<file path="src/core/branch_decode_regs.vh">
// Encoding and layout constants for the conditional branch decoder
`ifndef BRANCH_DECODE_REGS_VH
`define BRANCH_DECODE_REGS_VH
`define OP_HI 31
`define OP_LO 26
`define RS_HI 25
`define RS_LO 21
`define RT_HI 20
`define RT_LO 16
`define IMM_HI 15
`define IMM_LO 0
`define OP_REG_IMMEDIATE 6'h01
`define OP_NOT_EQUAL 6'h05
`define OP_NOT_EQUAL_LIKELY 6'h15
`define SUB_NEG_LIKELY 5'h02
`define SUB_NEG_LINK 5'h10
`define SUB_NEG_LINK_LIKELY 5'h12
`define LINK_REG 5'h1F
`define LINK_OFFSET 32'h00000008
`define SLOT_OFFSET 32'h00000004
`define IMM_SHIFT 2
`endif

</file>
<file path="src/core/branch_target_calc.v">
// Branch displacement and target address arithmetic
`timescale 1ns/1ps
`include "branch_decode_regs.vh"
module branch_target_calc #(
   parameter AW = 32
) (
   input wire [AW-1:0] i_pc,
   input wire [15:0] i_imm,
   output wire [AW-1:0] o_target,
   output wire [AW-1:0] o_link
);
   wire [17:0] disp18;
   wire [AW-1:0] disp;
   wire [AW-1:0] slot_pc;
   assign disp18 = {i_imm, 2'h0};
   assign disp = {{(AW-18){disp18[17]}}, disp18};
   assign slot_pc = i_pc + `SLOT_OFFSET;
   assign o_target = slot_pc + disp;
   assign o_link = i_pc + `LINK_OFFSET;
endmodule // branch_target_calc

</file>
<file path="src/core/cond_branch_link_decode.v">
// Decoder and executor for the negative and not-equal conditional branches
`timescale 1ns/1ps
`include "branch_decode_regs.vh"
module cond_branch_link_decode #(
   parameter AW = 32,
   parameter DW = 32
) (
   input wire i_clk,
   input wire i_reset,
   input wire i_valid,
   input wire [31:0] i_instr,
   input wire [AW-1:0] i_pc,
   input wire [DW-1:0] i_rs_data,
   input wire [DW-1:0] i_rt_data,
   output wire [4:0] o_rs_addr,
   output wire [4:0] o_rt_addr,
   output wire o_is_branch,
   output reg o_link_we,
   output reg [4:0] o_link_addr,
   output reg [DW-1:0] o_link_data,
   output reg o_redirect,
   output reg [AW-1:0] o_target,
   output reg o_nullify
);
   localparam ST_IDLE = 1'b0;
   localparam ST_SLOT = 1'b1;

   wire [5:0] opcode;
   wire [4:0] sub_op;
   wire [15:0] imm;
   wire op_reg_imm;
   wire branch_neg_link;
   wire branch_neg_link_likely;
   wire branch_neg_likely;
   wire branch_not_equal;
   wire branch_not_equal_likely;
   wire is_neg;
   wire is_likely;
   wire is_link;
   wire is_any;
   wire sign_set;
   wire regs_differ;
   wire cond;
   wire in_idle;
   wire in_slot;
   wire take;
   wire slot_seen;
   wire [AW-1:0] target;
   wire [AW-1:0] link;
   reg state_ff;
   reg nxt_state;
   reg cond_ff;
   reg nxt_cond;
   reg likely_ff;
   reg nxt_likely;
   reg [AW-1:0] target_ff;
   reg [AW-1:0] nxt_target;
   reg nxt_link_we;
   reg [DW-1:0] nxt_link_data;
   reg nxt_redirect;
   reg nxt_nullify;

   assign opcode = i_instr[`OP_HI:`OP_LO];
   assign sub_op = i_instr[`RT_HI:`RT_LO];
   assign imm = i_instr[`IMM_HI:`IMM_LO];
   assign o_rs_addr = i_instr[`RS_HI:`RS_LO];
   assign o_rt_addr = i_instr[`RT_HI:`RT_LO];

   assign op_reg_imm = (opcode == `OP_REG_IMMEDIATE);
   assign branch_neg_link = op_reg_imm
      && (sub_op == `SUB_NEG_LINK);
   assign branch_neg_link_likely = op_reg_imm
      && (sub_op == `SUB_NEG_LINK_LIKELY);
   assign branch_neg_likely = op_reg_imm
      && (sub_op == `SUB_NEG_LIKELY);
   assign branch_not_equal = (opcode == `OP_NOT_EQUAL);
   assign branch_not_equal_likely = (opcode == `OP_NOT_EQUAL_LIKELY);

   assign is_neg = branch_neg_link | branch_neg_link_likely | branch_neg_likely;
   assign is_link = branch_neg_link | branch_neg_link_likely;
   assign is_likely = branch_neg_link_likely | branch_neg_likely
      | branch_not_equal_likely;
   assign is_any = is_neg | branch_not_equal | branch_not_equal_likely;
   assign o_is_branch = i_valid & is_any;

   assign sign_set = i_rs_data[DW-1];
   assign regs_differ = (i_rs_data != i_rt_data);
   // Sign bit only; no full compare needed for a negative test
   assign cond = is_neg ? sign_set : regs_differ;

   assign in_idle = (state_ff == ST_IDLE);
   assign in_slot = (state_ff == ST_SLOT);
   // A branch in the slot is ignored rather than stacked; software must avoid it
   assign take = o_is_branch & in_idle;
   assign slot_seen = i_valid & in_slot;

   branch_target_calc #(
      .AW(AW)
   ) u_calc (
      .i_pc(i_pc),
      .i_imm(imm),
      .o_target(target),
      .o_link(link)
   );

   // The slot is the next issued instruction, however many idle cycles come first
   always @* begin
      nxt_state = state_ff;
      case (state_ff)
         ST_IDLE: begin
            if (take) begin
               nxt_state = ST_SLOT;
            end
         end
         ST_SLOT: begin
            if (i_valid) begin
               nxt_state = ST_IDLE;
            end
         end
         default: begin
            nxt_state = ST_IDLE;
         end
      endcase
   end

   always @* begin
      nxt_cond = cond_ff;
      nxt_likely = likely_ff;
      nxt_target = target_ff;
      if (take) begin
         nxt_cond = cond;
         nxt_likely = is_likely;
         nxt_target = target;
      end
   end

   // Link is written even when not taken; rs of 31 would be clobbered
   always @* begin
      nxt_link_we = take & is_link;
      nxt_link_data = o_link_data;
      if (take) begin
         nxt_link_data = link[DW-1:0];
      end
   end

   always @* begin
      nxt_redirect = slot_seen & cond_ff;
      nxt_nullify = slot_seen & likely_ff & ~cond_ff;
   end

   always @(posedge i_clk) begin
      if (i_reset) begin
         state_ff <= ST_IDLE;
      end else begin
         state_ff <= nxt_state;
      end
   end

   always @(posedge i_clk) begin
      if (i_reset) begin
         cond_ff <= 1'b0;
      end else begin
         cond_ff <= nxt_cond;
      end
   end

   always @(posedge i_clk) begin
      if (i_reset) begin
         likely_ff <= 1'b0;
      end else begin
         likely_ff <= nxt_likely;
      end
   end

   always @(posedge i_clk) begin
      if (i_reset) begin
         target_ff <= {AW{1'b0}};
      end else begin
         target_ff <= nxt_target;
      end
   end

   always @(posedge i_clk) begin
      if (i_reset) begin
         o_link_we <= 1'b0;
         o_link_addr <= 5'h00;
         o_link_data <= {DW{1'b0}};
      end else begin
         o_link_we <= nxt_link_we;
         o_link_addr <= `LINK_REG;
         o_link_data <= nxt_link_data;
      end
   end

   // Slot cycle: redirect after slot, or squash slot for likely forms
   always @(posedge i_clk) begin
      if (i_reset) begin
         o_redirect <= 1'b0;
         o_nullify <= 1'b0;
      end else begin
         o_redirect <= nxt_redirect;
         o_nullify <= nxt_nullify;
      end
   end

   // Target holds until the next slot, so a slow consumer still reads it
   always @(posedge i_clk) begin
      if (i_reset) begin
         o_target <= {AW{1'b0}};
      end else if (slot_seen) begin
         o_target <= target_ff;
      end
   end
endmodule // cond_branch_link_decode

</file>
<file path="config.mk">
export PLATFORM = sky130hd
export DESIGN_NAME = cond_branch_link_decode
export DESIGN_NICKNAME = d
export VERILOG_FILES = /design/src/core/branch_target_calc.v /design/src/core/cond_branch_link_decode.v
export VERILOG_INCLUDE_DIRS = /design/src /design/src/core
export SDC_FILE = /design/constraint.sdc
export NUM_CORES = 1
export LEC_CHECK = 0
export BUFFER_PORTS_ARGS = -buffer_cell sky130_fd_sc_hd__buf_2
export CAP_MARGIN = 30
export CORE_MARGIN = 3
export CORE_UTILIZATION = 55
export DETAILED_ROUTE_END_ITERATION = 8
export PLACE_DENSITY_LB_ADDON = 0.08
export SLEW_MARGIN = 20
export SYNTH_ARGS = -nofsm -noshare
export SYNTH_HDL_FRONTEND = slang
export SYNTH_SLANG_ARGS = --single-unit
</file>
<file path="constraint.sdc">
create_clock -name i_clk -period 3.91 [get_ports i_clk]
set_input_delay 0.1955 -clock i_clk [delete_from_list [all_inputs] [get_ports i_clk]]
set_output_delay 0.1955 -clock i_clk [all_outputs]
set_load 0.05 [all_outputs]
</file>
==> run metrics <==
clock skew 0.00688 ns; initial antenna violation count 0; global route overflow 0; worst-margin pin slew 0.812 ns; sequential area share after synthesis 32.1%; Cell Chain, Critical Path buf_2, ha_1, ha_1, fa_1, a21o_1, nand4_1, a31oi_1, a2111oi_2, o21ai_0, a31oi_1, xor2_1, o21ai_0; row count 38; Post-Synthesis Cells 790; synth unique cells 53; clk buf depth 2; Post-Syn Area 0.00630 mm^2; Final Util 68.7%; adder and majority gate portion of the synthesized area 11.8%; EDFF count, synth 0; top-area cell type share of the netlist area 32.1%; Die Width 113 um; max incr delay on CP 0.44 ns; first-pass GRT wire length 27300 um; YS warnings 0; min Tclk post-route 2.77 ns; CTS sink cnt 101; total die area 0.0128 mm^2; Initial DRC Count 536; worst-path fanout max 5; Mean Syn Cell Area 7.98 um^2; register clock-pin slew on the reported worst setup and hold paths 0.07 ns; power per cell area 339 mW/mm^2; VDD IR max 0.348 mV; Startpoint Class input port; area grow syn2layout 20.1%; CTS hold repair buffers 0; post-CTS sizing 0; slowest CP cell a2111oi_2; initial core utilization 57.2%; placed insts 1084; Root Buffer clkbuf_16; M1 wire length 7930 um; post-synthesis simple-gate area fraction 21.8%; Rel. slew slack 45.7%; Die Span Y 113 um; vias in the first global route 5785; number of diodes 0; FMAX 361 MHz; routed via count 6132; layout cells sized above 1 24.2%; Met3 Routed Length 831 um; XOR/XNOR share of the synthesized area 10.7%; Final HPWL DP 13000 um; Pre-antenna DRT Iters 5; highest routed layer met4; ys flop type dfxtp_1; CP Data Required Time 4.15 ns; Worst Hold Class in -> reg; complex-gate fraction of the synthesized area 18.2%; Async SR Flop Fraction 0%; Routed Antenna Nets 0; number of setup violations in the final report 0; crit path DAT 3.01 ns; largest family of logic cells by synthesized area simple AND/OR/NAND/NOR gates; Finished Layout Cells 1100; status finished, final reports clean; vias per cell 5.57; setup TNS 0 ns; Final #Nets 1145; Synth area leader dfxtp_1; port buffer count 203; Hold Vio Cnt, Final 0; core area 0.0110 mm^2; ranking of synthesized cells by area dfxtp_1, ha_1, nand2_1, xnor2_1, a21oi_1; mux cell area share after synthesis 0.179%; Ports 214; Design Power 2570 uW; Placer Congestion 0.896; WL/cell 15.1 um; Leak 0.00324 uW; Final Cycle Share 70.8%; pin count of the biggest net entering global routing 44; Critical Path Sink Type flop; CTS tree built; Final Max Slew Viols 0; FF+latch count, synth 101; RSZ-0062 raised after global routing no; Worst path top cell family by delay compound AO/OA/AOI/OAI gates; Post-CTS Setup Bufs 0; H-tree Lvls 3; met2 wire length 7620 um; Post-Syn Nets 980; insertion delay to the later sink of the worst-skew pair 0.35 ns; crit path kind in -> reg; worst path buffer plus inverter count 1; Total GRT Usage 25.6%; DRC viols 0; TritonCTS buffer count 9; WL final 16600 um; max cap viols 0
==> stage by stage <==
step,hold WS [ns],setup slack (ns),area (um^2)
2_1_floorplan,0.291,1.20,6300
3_3_place_gp,0.392,0.877,7260
3_5_place_dp,0.392,0.786,7270
4_1_cts,0.0802,1.15,7570
5_1_grt,0.102,0.841,7570
6_report,0.0846,1.14,7570
==> layout make-up <==
cell class	count	area, um^2
clock buffer	12	246
clock inverter	4	55.1
fill	938	3460
inverter	13	48.8
multi-input combinational	621	3960
sequential	101	2020
tap	140	175
timing repair buffer	209	1070
==> cell usage after synthesis (all sizes together), types with 2 or more instances <==
library cell and n:
nand2b 4, and3 8, a31o 2, nor2b 6, and4 4, nor2 52
a2111oi 3, xnor2 53, a311oi 7, nand4 23, a41oi 2, buf 31
clkbuf 24, o21bai 3, o21a 2, nor4 6, ha 58, or4 2
inv 12, a31oi 5, and2 5, a211oi 24, a21o 10, o211ai 2
a311o 2, nand3 15, a21oi 85, or3 6, nor3 9, nor4b 4
xor2 24, dfxtp 101, o21ai 32, or4b 2, nand2 149, o41ai 2
a211o 2
==> worst register-to-register path: stages (launching register included) <==
cell	delay, ns
dfxtp_1	0.36
nor4b_4	0.76
buf_4	0.51
and4_1	0.25
a311o_1	0.10
==> cells in the final DEF (no fill, tap or decap), types with 9 or more instances in the layout <==
master     netlist  routed
xor2_1          24      24
nand2_1        149     149
clkbuf_16        0       9
inv_1           12      12
nand4_1         23      23
nand3_1         15      15
a21oi_1         85      85
nor2_1          52      52
a211oi_1        24      24
o21ai_0         32      32
xnor2_1         53      53
nor3_1           9       9
ha_1            58      58
a21o_1          10      10
buf_2            8     203
dfxtp_1        101     101
==> power breakdown <==
group | internal, uW | switching, uW
Clock | 518 | 408
Sequential | 1040 | 4.89
Combinational | 242 | 360
==> flip-flops by register name, summed over array words and instances (netlist names) <==
signal / count
o_target: 32
target_ff: 32
o_link_data: 30
cond_ff: 1
in_slot: 1
likely_ff: 1
o_link_addr: 1
o_link_we: 1
o_nullify: 1
o_redirect: 1
==> path summary, 6_finish.rpt <==
check,from,to,slack [ns],cells past startpoint
setup / recovery,i_pc[3],target_ff[23],1.14,12
hold / removal,i_pc[1],target_ff[1],0.08,3
setup reg to reg,in_slot,target_ff[16],1.88,4
hold reg to reg,cond_ff,o_nullify,0.45,1
==> cell families (layout without fill, tap and decap cells) <==
family | count (synthesis) | after routing
AO/OA/AOI/OAI | 187 | 187
adder cells (fa/ha/maj) | 59 | 59
buffers and inverters | 68 | 238
flip-flops | 101 | 101
XOR/XNOR | 77 | 77
AND/OR/NAND/NOR | 297 | 297
multiplexers | 1 | 1
==> layer usage <==
metal,vias to the layer above,global-route usage (%)
met5,-,0
met4,0,7.45
met3,27,4.60
met2,175,39.6
met1,2824,36.6
li1,3106,-
Note: power is estimated with default switching activity, not from simulation.
